<file path="src/core/tio_pkg.sv">
// Constants, register map and state record for the timed I/O port bank.
// Assumes a single 100 MHz clock and a plain strobe-based register port.
package tio_pkg;

  // ==========================================================================
  // Geometry
  localparam int NPORT  = 5;
  localparam int NPIN   = 32;
  localparam int NCB    = 6;
  localparam int DATA_W = 32;
  localparam int CNT_W  = 16;
  localparam int ADDR_W = 8;
  localparam int SLC_W  = 6;
  localparam int CBD_W  = 8;
  localparam int PORT_W      [NPORT] = '{1, 4, 8, 16, 32};
  localparam int PORT_SLICES [NPORT] = '{32, 8, 4, 2, 1};
  localparam logic [NPIN-1:0] LINK_MASK = 32'hF000_0000;
  localparam int REF_CLK_MHZ = 100;

  // ==========================================================================
  // Register map
  localparam logic [ADDR_W-1:0] PORT_STRIDE = 8'h20;
  localparam logic [ADDR_W-1:0] REG_CTRL    = 8'h00;
  localparam logic [ADDR_W-1:0] REG_DATA    = 8'h04;
  localparam logic [ADDR_W-1:0] REG_COND    = 8'h08;
  localparam logic [ADDR_W-1:0] REG_TIME    = 8'h0C;
  localparam logic [ADDR_W-1:0] REG_COUNT   = 8'h10;
  localparam logic [ADDR_W-1:0] REG_STAMP   = 8'h14;
  localparam logic [ADDR_W-1:0] REG_STAT    = 8'h18;
  localparam logic [ADDR_W-1:0] REG_CB_BASE = 8'hA0;
  localparam logic [ADDR_W-1:0] REG_LINK    = 8'hC0;

  // Control word fields.
  localparam int CTRL_EN     = 0;
  localparam int CTRL_OUT    = 1;
  localparam int CTRL_OC     = 2;
  localparam int CTRL_CB_LO  = 3;
  localparam int CTRL_CD_LO  = 6;
  localparam int CTRL_TIMED  = 8;
  localparam int CTRL_STRB   = 9;
  localparam int CB_SRC_PIN  = 8;
  localparam logic [1:0] COND_NONE = 2'h0;
  localparam logic [1:0] COND_EQ   = 2'h1;
  localparam logic [1:0] COND_NEQ  = 2'h2;

  typedef enum logic [1:0] {TIO_IDLE, TIO_SHIFT} tio_st_t;

  typedef struct packed {
    logic [NPIN-1:0]                 sync1;
    logic [NPIN-1:0]                 sync2;
    logic [NPORT-1:0]                strb1;
    logic [NPORT-1:0]                strb2;
    logic [NPORT-1:0][DATA_W-1:0]    ctrl;
    logic [NPORT-1:0][DATA_W-1:0]    xfer;
    logic [NPORT-1:0][DATA_W-1:0]    sr;
    logic [NPORT-1:0][DATA_W-1:0]    cond;
    logic [NPORT-1:0][DATA_W-1:0]    pval;
    logic [NPORT-1:0][CNT_W-1:0]     tgt;
    logic [NPORT-1:0][CNT_W-1:0]     cnt;
    logic [NPORT-1:0][CNT_W-1:0]     stamp;
    logic [NPORT-1:0][SLC_W-1:0]     slice;
    tio_st_t [NPORT-1:0]             st;
    logic [NPORT-1:0]                in_rdy;
    logic [NPORT-1:0]                out_pend;
    logic [NPORT-1:0]                strobe;
    logic [NPORT-1:0]                strb_out;
    logic [NPORT-1:0]                evt;
    logic [NCB-1:0][CBD_W:0]         cb_cfg;
    logic [NCB-1:0][CBD_W-1:0]       cb_cnt;
    logic                            cb_prev;
    logic                            link_en;
    logic [NPIN-1:0]                 pin_out;
    logic [NPIN-1:0]                 pin_oe;
    logic [DATA_W-1:0]               rdata;
  } tio_regs_t;

  function automatic logic [DATA_W-1:0] port_mask(input int k);
    port_mask = 32'hFFFF_FFFF >> (DATA_W - PORT_W[k]);
  endfunction

  function automatic logic [ADDR_W-1:0] reg_addr(input int k, input logic [ADDR_W-1:0] off);
    reg_addr = ADDR_W'(k * int'(PORT_STRIDE)) + off;
  endfunction

  function automatic logic [ADDR_W-1:0] cb_addr(input int j);
    cb_addr = REG_CB_BASE + ADDR_W'(4 * (j - 1));
  endfunction

endpackage

</file>
<file path="src/core/tio_port_bank.sv">
// Bank of five timed I/O ports (1, 4, 8, 16, 32 bits) over 32 shared pins,
// with six clock blocks. Assumes pins arrive asynchronously and that a pad
// ring resolves pin_out/pin_oe/pin_pd_en into the real wire.

// ============================================================================
// Summary of operation
// - Five ports of widths 1, 4, 8, 16 and 32 bits reach the pins.
// - All pins of one port share one direction, set by its control word.
// - Ports drive pins or sample them, optionally waiting for a pin condition.
// - Every register access completes in one cycle, no wait.
// - Open-collector output drives low for zero and floats for one.
// - Open-collector mode is chosen per port and covers all its pins.
// - Data passes through a serializer and a transfer register per port.
// - Each port has a sixteen-bit counter timing its transfers.
// - Counter readable anytime; target time can hold a transfer back.
// - Each transfer captures the counter as a readable timestamp.
// - An enabled inter-chip link removes its pins from every port's drive.
// - A narrower enabled port takes the drive of shared pins from wider ports.
// - Unshared pins of a wider port stay usable by it.
// - A port always transfers at its full nominal width.
// - Six clock blocks; the first runs at the 100 MHz reference.
// - A clock block may take a one-bit input port as its source.
// - A clock block may divide the clock taken from that port.
// - Ports accept incoming strobes and drive outgoing strobes with data.
// - After reset every port uses the first clock block.
// - Pin events such as a met condition are signalled out directly.
// - During reset every pin has its pull-down enabled.
module tio_port_bank (
  input  wire logic                        mclk,      // 100 MHz reference clock
  input  wire logic                        nrst,      // Synchronous reset, low
  input  wire logic [tio_pkg::ADDR_W-1:0]  addr,      // Register byte address
  input  wire logic [tio_pkg::DATA_W-1:0]  wdata,     // Register write data
  input  wire logic                        wr,        // Write strobe
  input  wire logic                        rd,        // Read strobe
  output logic      [tio_pkg::DATA_W-1:0]  rdata,     // Read data, cycle after rd
  input  wire logic [tio_pkg::NPIN-1:0]    pin_in,    // Pin levels
  output logic      [tio_pkg::NPIN-1:0]    pin_out,   // Pin drive value
  output logic      [tio_pkg::NPIN-1:0]    pin_oe,    // Pin drive enable
  output logic      [tio_pkg::NPIN-1:0]    pin_pd_en, // Pull-down enable
  input  wire logic [tio_pkg::NPORT-1:0]   strobe_in, // Incoming strobes
  output logic      [tio_pkg::NPORT-1:0]   strobe_out,// Outgoing strobes
  output logic      [tio_pkg::NPORT-1:0]   pin_event  // Event pulses to scheduler
);

  tio_pkg::tio_regs_t          s;
  tio_pkg::tio_regs_t          n;
  logic [tio_pkg::NPIN-1:0]    drv_val;
  logic [tio_pkg::NPIN-1:0]    drv_oe;

  // ==========================================================================
  // Pin ownership: the narrowest enabled port wins, a live link wins over all.
  for (genvar i = 0; i < tio_pkg::NPIN; i++)
  begin : g_pin
    logic       pv;
    logic       po;
    logic       hit;
    logic [2:0] own;
    always_comb
    begin
      pv  = 1'b0;
      po  = 1'b0;
      hit = 1'b0;
      own = 3'h0;
      for (int k = tio_pkg::NPORT - 1; k >= 0; k--)
      begin
        if (i < tio_pkg::PORT_W[k] && s.ctrl[k][tio_pkg::CTRL_EN])
        begin
          hit = 1'b1;
          own = 3'(k);
        end
      end
      if (hit && !(s.link_en && tio_pkg::LINK_MASK[i])
          && s.ctrl[own][tio_pkg::CTRL_OUT])
      begin
        if (s.ctrl[own][tio_pkg::CTRL_OC])
        begin
          po = ~s.pval[own][i];
        end
        else
        begin
          pv = s.pval[own][i];
          po = 1'b1;
        end
      end
    end
    assign drv_val[i] = pv;
    assign drv_oe[i]  = po;
  end

  function automatic logic [tio_pkg::SLC_W-1:0] slc_cast(input int v);
    slc_cast = v[tio_pkg::SLC_W-1:0];
  endfunction

  // ==========================================================================
  // Next-state logic.
  always_comb
  begin
    logic [tio_pkg::NCB-1:0]    tick;
    logic                       src_evt;
    logic [tio_pkg::DATA_W-1:0] msk;
    logic [tio_pkg::DATA_W-1:0] smp;
    logic [tio_pkg::DATA_W-1:0] nsr;
    logic                       tk;
    logic                       ok;
    logic [2:0]                 cbs;
    logic [1:0]                 cm;
    tick    = '0;
    src_evt = 1'b0;
    msk     = '0;
    smp     = '0;
    nsr     = '0;
    tk      = 1'b0;
    ok      = 1'b0;
    cbs     = 3'h0;
    cm      = 2'h0;
    n          = s;
    n.sync1    = pin_in;
    n.sync2    = s.sync1;
    n.strb1    = strobe_in;
    n.strb2    = s.strb1;
    n.rdata    = '0;
    n.strobe   = '0;
    n.evt      = '0;
    n.strb_out = s.strobe;
    n.pin_out  = drv_val;
    n.pin_oe   = drv_oe;
    n.cb_prev  = s.sync2[0];

    // Clock blocks: block 0 ticks every reference cycle, the rest divide
    // either the reference or rising edges of pin 0 (the 1-bit port).
    tick[0] = 1'b1;
    for (int j = 1; j < tio_pkg::NCB; j++)
    begin
      src_evt = s.cb_cfg[j][tio_pkg::CB_SRC_PIN]
              ? (s.sync2[0] & ~s.cb_prev) : 1'b1;
      if (src_evt)
      begin
        if (s.cb_cnt[j] >= s.cb_cfg[j][tio_pkg::CBD_W-1:0])
        begin
          tick[j]     = 1'b1;
          n.cb_cnt[j] = '0;
        end
        else
        begin
          n.cb_cnt[j] = s.cb_cnt[j] + 8'h01;
        end
      end
    end

    // Reads have no side effect except that taking input data clears ready.
    if (rd)
    begin
      for (int k = 0; k < tio_pkg::NPORT; k++)
      begin
        if (addr == tio_pkg::reg_addr(k, tio_pkg::REG_CTRL))
          n.rdata = s.ctrl[k];
        if (addr == tio_pkg::reg_addr(k, tio_pkg::REG_DATA))
        begin
          n.rdata     = s.xfer[k];
          n.in_rdy[k] = 1'b0;
        end
        if (addr == tio_pkg::reg_addr(k, tio_pkg::REG_COND))
          n.rdata = s.cond[k];
        if (addr == tio_pkg::reg_addr(k, tio_pkg::REG_TIME))
          n.rdata = 32'(s.tgt[k]);
        if (addr == tio_pkg::reg_addr(k, tio_pkg::REG_COUNT))
          n.rdata = 32'(s.cnt[k]);
        if (addr == tio_pkg::reg_addr(k, tio_pkg::REG_STAMP))
          n.rdata = 32'(s.stamp[k]);
        if (addr == tio_pkg::reg_addr(k, tio_pkg::REG_STAT))
          n.rdata = 32'({s.out_pend[k] | (s.st[k] == tio_pkg::TIO_SHIFT), s.in_rdy[k]});
      end
      for (int j = 1; j < tio_pkg::NCB; j++)
      begin
        if (addr == tio_pkg::cb_addr(j))
          n.rdata = 32'(s.cb_cfg[j]);
      end
      if (addr == tio_pkg::REG_LINK)
        n.rdata = 32'(s.link_en);
    end

    // Port engines. Hardware sets of ready come after the read clear, so an
    // arriving word is never lost to a read in the same cycle.
    for (int k = 0; k < tio_pkg::NPORT; k++)
    begin
      msk = tio_pkg::port_mask(k);
      smp = s.sync2 & msk;
      cbs = s.ctrl[k][tio_pkg::CTRL_CB_LO +: 3];
      tk  = (cbs < 3'(tio_pkg::NCB)) ? tick[cbs] : 1'b0;
      cm  = s.ctrl[k][tio_pkg::CTRL_CD_LO +: 2];
      if (!s.ctrl[k][tio_pkg::CTRL_EN])
      begin
        n.st[k] = tio_pkg::TIO_IDLE;
      end
      else if (tk)
      begin
        n.cnt[k] = s.cnt[k] + 16'h0001;
        ok = !s.ctrl[k][tio_pkg::CTRL_TIMED] || (s.cnt[k] == s.tgt[k]);
        if (s.ctrl[k][tio_pkg::CTRL_OUT])
        begin
          if (s.st[k] == tio_pkg::TIO_IDLE && s.out_pend[k] && ok)
          begin
            n.pval[k]     = s.xfer[k] & msk;
            n.sr[k]       = s.xfer[k] >> tio_pkg::PORT_W[k];
            n.slice[k]    = slc_cast(tio_pkg::PORT_SLICES[k] - 1);
            n.out_pend[k] = 1'b0;
            n.stamp[k]    = s.cnt[k];
            n.strobe[k]   = 1'b1;
            n.st[k]       = (tio_pkg::PORT_SLICES[k] > 1) ? tio_pkg::TIO_SHIFT
                                                          : tio_pkg::TIO_IDLE;
          end
          else if (s.st[k] == tio_pkg::TIO_SHIFT)
          begin
            n.pval[k]   = s.sr[k] & msk;
            n.sr[k]     = s.sr[k] >> tio_pkg::PORT_W[k];
            n.slice[k]  = s.slice[k] - 6'h01;
            n.strobe[k] = 1'b1;
            if (s.slice[k] == 6'h01)
              n.st[k] = tio_pkg::TIO_IDLE;
          end
        end
        else if (!s.ctrl[k][tio_pkg::CTRL_STRB] || s.strb2[k])
        begin
          if (s.st[k] == tio_pkg::TIO_IDLE)
          begin
            ok = ok && ((cm == tio_pkg::COND_NONE)
              || (cm == tio_pkg::COND_EQ  && smp == (s.cond[k] & msk))
              || (cm == tio_pkg::COND_NEQ && smp != (s.cond[k] & msk)));
            if (ok && cm != tio_pkg::COND_NONE)
              n.evt[k] = 1'b1;
          end
          if (s.st[k] == tio_pkg::TIO_SHIFT || ok)
          begin
            nsr        = (s.sr[k] >> tio_pkg::PORT_W[k])
                       | (smp << (tio_pkg::DATA_W - tio_pkg::PORT_W[k]));
            n.sr[k]    = nsr;
            n.slice[k] = (s.st[k] == tio_pkg::TIO_SHIFT) ? s.slice[k] - 6'h01
                       : slc_cast(tio_pkg::PORT_SLICES[k] - 1);
            n.st[k]    = tio_pkg::TIO_SHIFT;
            if (n.slice[k] == 6'h00)
            begin
              n.xfer[k]   = nsr;
              n.in_rdy[k] = 1'b1;
              n.stamp[k]  = s.cnt[k];
              n.evt[k]    = 1'b1;
              n.st[k]     = tio_pkg::TIO_IDLE;
            end
          end
        end
      end
    end

    // Writes come last so that a new output word is never dropped by a
    // load that happens in the same cycle.
    if (wr)
    begin
      for (int k = 0; k < tio_pkg::NPORT; k++)
      begin
        if (addr == tio_pkg::reg_addr(k, tio_pkg::REG_CTRL))
          n.ctrl[k] = wdata;
        if (addr == tio_pkg::reg_addr(k, tio_pkg::REG_DATA) && s.ctrl[k][tio_pkg::CTRL_OUT])
        begin
          n.xfer[k]     = wdata;
          n.out_pend[k] = 1'b1;
        end
        if (addr == tio_pkg::reg_addr(k, tio_pkg::REG_COND))
          n.cond[k] = wdata;
        if (addr == tio_pkg::reg_addr(k, tio_pkg::REG_TIME))
          n.tgt[k] = wdata[tio_pkg::CNT_W-1:0];
      end
      for (int j = 1; j < tio_pkg::NCB; j++)
      begin
        if (addr == tio_pkg::cb_addr(j))
          n.cb_cfg[j] = wdata[tio_pkg::CBD_W:0];
      end
      if (addr == tio_pkg::REG_LINK)
        n.link_en = wdata[0];
    end
  end

  // All-zero reset: ports disabled, clock block 0, nothing driven.
  always_ff @(posedge mclk)
  begin
    if (!nrst)
      s <= '0;
    else
      s <= n;
  end

  assign rdata      = s.rdata;
  assign pin_out    = s.pin_out;
  assign pin_oe     = s.pin_oe;
  assign pin_pd_en  = {tio_pkg::NPIN{~nrst}};
  assign strobe_out = s.strb_out;
  assign pin_event  = s.evt;
endmodule // tio_port_bank

</file>
<file path="config.mk">
export PLATFORM = sky130hd
export DESIGN_NAME = tio_port_bank
export DESIGN_NICKNAME = d
export VERILOG_FILES = /design/src/core/tio_pkg.sv /design/src/core/tio_port_bank.sv
export SDC_FILE = /design/constraint.sdc
export NUM_CORES = 2
export LEC_CHECK = 0
export BUFFER_PORTS_ARGS = -buffer_cell sky130_fd_sc_hd__buf_2
export CAP_MARGIN = 25
export CORE_ASPECT_RATIO = 0.8
export CORE_MARGIN = 2
export CORE_UTILIZATION = 29
export CTS_CLUSTER_DIAMETER = 80
export DETAILED_ROUTE_END_ITERATION = 8
export GPL_TIMING_DRIVEN = 0
export PLACE_DENSITY = 0.4
export SYNTH_ARGS = -nofsm -noshare
export SYNTH_HDL_FRONTEND = slang
export SYNTH_SLANG_ARGS = --single-unit
</file>
<file path="constraint.sdc">
create_clock -name mclk -period 8.86 [get_ports mclk]
set_input_delay 1.329 -clock mclk [delete_from_list [all_inputs] [get_ports mclk]]
set_output_delay 1.329 -clock mclk [all_outputs]
set_load 0.01 [all_outputs]
</file>
# Word level (Yosys, flattened, before mapping)
# Index checks and enable logic that the tools add are counted.
[word_totals] regBits=1362 inputBits=81 wordCells=898
[classes] mux=416 bitwise_logic=66 n_lt_le_gt_ge=20 addsub=15 n_eq_ne=90 n_reduce_logical=196
[ops] operator="2-to-1 mux 32 bit" n=102
[ops] operator="binary-select mux 32 bit (select 3 bit)" n=10
[ops] operator="2-to-1 mux 16 bit" n=29
[ops] operator="2-to-1 mux 1 bit" n=184
[ops] operator="2-to-1 mux 6 bit" n=30
[ops] operator="2-to-1 mux 160 bit" n=1
[ops] operator="== test 8 x 7 -> 1 bit (second input constant)" n=14
[ops] operator="== test 8 bit (second input constant)" n=13
[ops] operator="== test 16 bit" n=6
[ops] operator="adder 16 x 1 -> 16 bit (second input constant)" n=5
[ops] operator="AND reduction 2 bit" n=38
[ops] operator="2-to-1 mux 2 bit" n=30
[ops] operator="== test 8 x 6 -> 1 bit (second input constant)" n=7
[ops] operator="inverter 1 bit" n=56
[ops] operator="2-to-1 mux 9 bit" n=6
[ops] operator="AND reduction 5 bit" n=10
[ops] operator="nonzero test 2 bit" n=25
[ops] operator="2-to-1 mux 8 bit" n=6
[ops] operator="logical AND 1 bit" n=42
[ops] operator="adder 8 x 1 -> 8 bit (second input constant)" n=5
[ops] operator=">= comparator 8 bit" n=5
[ops] operator="less-than comparator 3 x 4 -> 1 bit (second input constant)" n=10
[ops] operator="AND reduction 4 bit" n=10
[ops] operator="== test 32 bit" n=1
[ops] operator="38 further kinds" n=158

# Longest topological paths before layout
[logic_depth] word_depth=42 depth_mapped=13

# Worst setup path after synthesis
# No wires, ideal clock.
[synth_path] path_type="input -> output" start="input nrst" end="output pin_pd_en[10] (netlist bit)" arrival_ps=3173 stages=5 path_buffers=4 setup_slack_ps=4358 cell_sequence="inv_2 clkbuf_1 clkbuf_1 clkbuf_1 buf_4"
[synth_via] elab_chain_len=1
[synth_lines] element="from (decl)" line_no="tio_port_bank.sv:30" source="input wire logic nrst,"
[synth_lines] element="inverter 1 bit (no line)"
[synth_lines] element="to (decl)" line_no="tio_port_bank.sv:39" source="output logic [tio_pkg::NPIN-1:0] pin_pd_en,"
# No other way between the ends.

# Final worst setup path
[layout_path] start="input nrst" end="output pin_pd_en[26] (netlist bit)"
# Same word-level chain as after synthesis.

==> results.py <==
metrics = {
    "status": {
        "status": "finished clean",
    },
    "clock_network": {
        "root_buffer": "clkbuf_16",
        "clk_latency_ps": 820,
        "clk_pin_slew_ps": 50,
        "cts_tree": "yes",
        "cts_resized": 0,
        "cts_setup_buffers": 0,
        "post_cts_hold_buffer_count": 0,
        "cts_buffer_depth": 3,
        "cts.sinks": 1258,
        "cts_max_level": 4,
        "cts_inserted_buffers": 147,
    },
    "setup_path": {
        "max_stage_delay_ps": 850,
        "end_kind": "primary output",
        "cp_max_fo": 33,
        "crit_chain": "buf_2 -> inv_2 -> clkbuf_1 -> clkbuf_1 -> clkbuf_2 -> buf_12 -> buf_4 -> buf_2",
        "cp_num_buf_inv": 8,
        "reg2reg_slack_ps": 3150,
        "worst-setup-path-type": "in2out",
        "path_delay_family": "buffers and inverters",
        "crit_slowest_cell": "clkbuf_1",
        "critPathRequiredTime_ps": 7530,
        "start_kind": "primary input",
        "cp.arrival_ps": 4650,
    },
    "placement": {
        "gp_congestion": 1.02,
        "post-place-cells": 10300,
        "dp_hpwl_um": 290000,
        "port_buffers": 209,
        "dpl_worst_slack_ps": 2630,
        "dpl_cell_area_um2": 65400,
    },
    "layout": {
        "fin_cells": 10600,
        "fin_area_um2": 70300,
        "syn2layout_area_growth_pct": 17.6,
        "drive_gt1_share_pct": 12.6,
        "final_nets": 7931,
    },
    "synth": {
        "synth.distinct_cells": 111,
        "syn_area_per_cell_um2": 8.14,
        "ys_seq_area_share_pct": 42.1,
        "synth_edf_count": 0,
        "yosys-top-cells-area": "dfxtp_1 42%, a21oi_1 7.7%, nand2_1 7.5%",
        "synth-async-reset-ratio_pct": 0,
        "synth_flop_cell": "dfxtp_1",
        "netlist.area_leader.share_pct": 42.1,
        "yosys_warnings": 0,
        "netlist_instances": 7352,
        "synth_area_leader_cell": "dfxtp_1",
        "syn_area_um2": 59800,
        "ys_seq_elements": 1258,
        "syn_nets": 7493,
    },
    "floorplan": {
        "start_util_pct": 29.1,
        "ios": 219,
        "fp.dieW_um": 512,
        "core_area_um2": 206000,
        "num_rows": 149,
        "dieArea_um2": 210000,
        "die_y_um": 410,
    },
    "routing": {
        "vias": 62000,
        "drt-wirelength-per-cell_um": 34.8,
        "drc_errors": 0,
        "firstDrtPassIters": 6,
        "final_antenna_net_count": 0,
        "viasPerCell": 5.83,
        "first_iter_violations": 9340,
        "wirelength_um": 370000,
    },
    "global_routing": {
        "grt_max_degree": 34,
        "antenna_found_initial": 37,
        "overflow": 0,
        "grt_pass1_vias": 55600,
        "grt.total_usage_pct": 33.8,
        "grt_pass1_wl_um": 491000,
    },
    "timing": {
        "hold_violations": 0,
        "rsz0062_at_grt": "no",
        "setup_viol": 0,
        "period_needed_ps": 5980,
        "timing.fmax_mhz": 167,
        "fin_setup_tns_ps": 0,
        "fin_skew_ps": 35.3,
        "slew_violations": 0,
        "max_slew.worst_pin.slew_ps": 1300,
        "max_slew_margin_pct": 13.3,
        "final.period_utilization_pct": 67.5,
        "fin_ws_ps": 2880,
    },
    "pwr": {
        "power_density_nw_per_um2": 180,
        "vdd_drop_max_uv": 185,
        "p_leak_nw": 25.5,
    },
    "min_path": {
        "hp-class": "reg2reg",
    },
    "flow_run": {
        "maxCapViolCount": 0,
    },
}
==> report_power, final <==
part	internal (W)	leakage (nW)	switching (W)
combinational	0.000154	13.0	0.000583
sequential	0.00568	10.1	0.0000155
clock	0.00350	2.33	0.00276
==> cell families (layout without fill, tap and decap cells) <==
group,count (synthesis),in the layout,synth area share (%)
AOI/OAI and AO/OA,2051,2051,21.2
xor gates and xnor gates,195,195,2.86
adders and majority gates,60,60,1.26
buffers and inverters,931,1480,7.26
DFF,1258,1258,42.1
muxes,355,355,6.16
other,0,19,0
and+or+nand+nor,2502,2502,19.2
==> layer usage <==
layer	GRT usage, %	up-vias	wire, um
li1	-	26700	-
met1	49.2	31100	168000
met2	46.7	3611	146000
met3	9.22	598	41400
met4	12.7	8	15500
met5	0	-	52
==> cells in the final DEF (no fill, tap or decap), drive strengths merged, types with 19 or more instances in the layout <==
cell	Yosys	routed
dfxtp	1258	1258
nand2	1201	1201
a21oi	930	930
clkbuf	476	686
buf	308	594
nor2	496	496
o21ai	399	399
mux2i	314	314
nand3	211	211
inv	144	152
a211oi	131	131
xnor2	124	124
and2	106	106
nand4	99	99
a22oi	87	87
nor3	77	77
xor2	71	71
nor4	62	62
ha	60	60
o22ai	57	57
a221oi	54	54
or3	53	53
o221a	51	51
a31oi	47	47
and3	39	39
o211ai	38	38
o31ai	36	36
mux2	34	34
nand2b	34	34
or4	31	31
clkinv	3	31
nor2b	24	24
o221ai	24	24
diode	0	19
a22o	19	19
==> through the flow <==
step                power, W  utilization, %  hold WS [ps]
detailed placement   0.00652            31.8           419
finish                0.0127            34.2           429
floorplan            0.00607               -           412
global route          0.0130            34.2           447
global placement     0.00648            31.3           415
CTS                   0.0127            34.1           432
==> state kept, by name, summed over array words and instances, names as in the netlist <==
register    cells
pin_event       5
strobe_out      5
rdata          32
s            1109
n              43
pin_out        32
pin_oe         32
==> cell usage after synthesis (55+ instances only) <==
cell,count
inv_1,143
buf_4,151
buf_2,116
nand3_1,209
clkbuf_1,476
o21ai_0,359
dfxtp_1,1258
o22ai_1,57
nand2_1,1197
nor3_1,75
a22oi_1,87
xor2_1,71
nor4_1,55
a21oi_1,926
nor2_1,487
nand4_1,99
a211oi_1,130
mux2i_1,314
xnor2_1,124
ha_1,60
and2_1,106
==> layout make-up <==
type / count / area, um2
fillers: 22000 / 135000
multi-input cells: 5163 / 30300
flip-flops and latches: 1258 / 25200
clock buffers: 209 / 4250
plain buffers: 784 / 3830
well taps: 2718 / 3400
repair buffers: 289 / 2230
inverters: 147 / 552
clock inverters: 51 / 505
diodes: 19 / 47.5
==> final timing paths <==
| kind | depth (start not counted) | to | start |
|---|---|---|---|
| worst min register to register | 1 | s[1307]$_SDFF_PN0_ | n[1307]$_SDFF_PN0_ |
| worst max-delay path | 8 | pin_pd_en[26] | nrst |
| worst min-delay path | 1 | s[1307]$_SDFF_PN0_ | n[1307]$_SDFF_PN0_ |
| worst max register to register | 10 | s[981]$_SDFFE_PN0P_ | s[1321]$_SDFF_PN0_ |
Power figures use the tool's default switching activity.
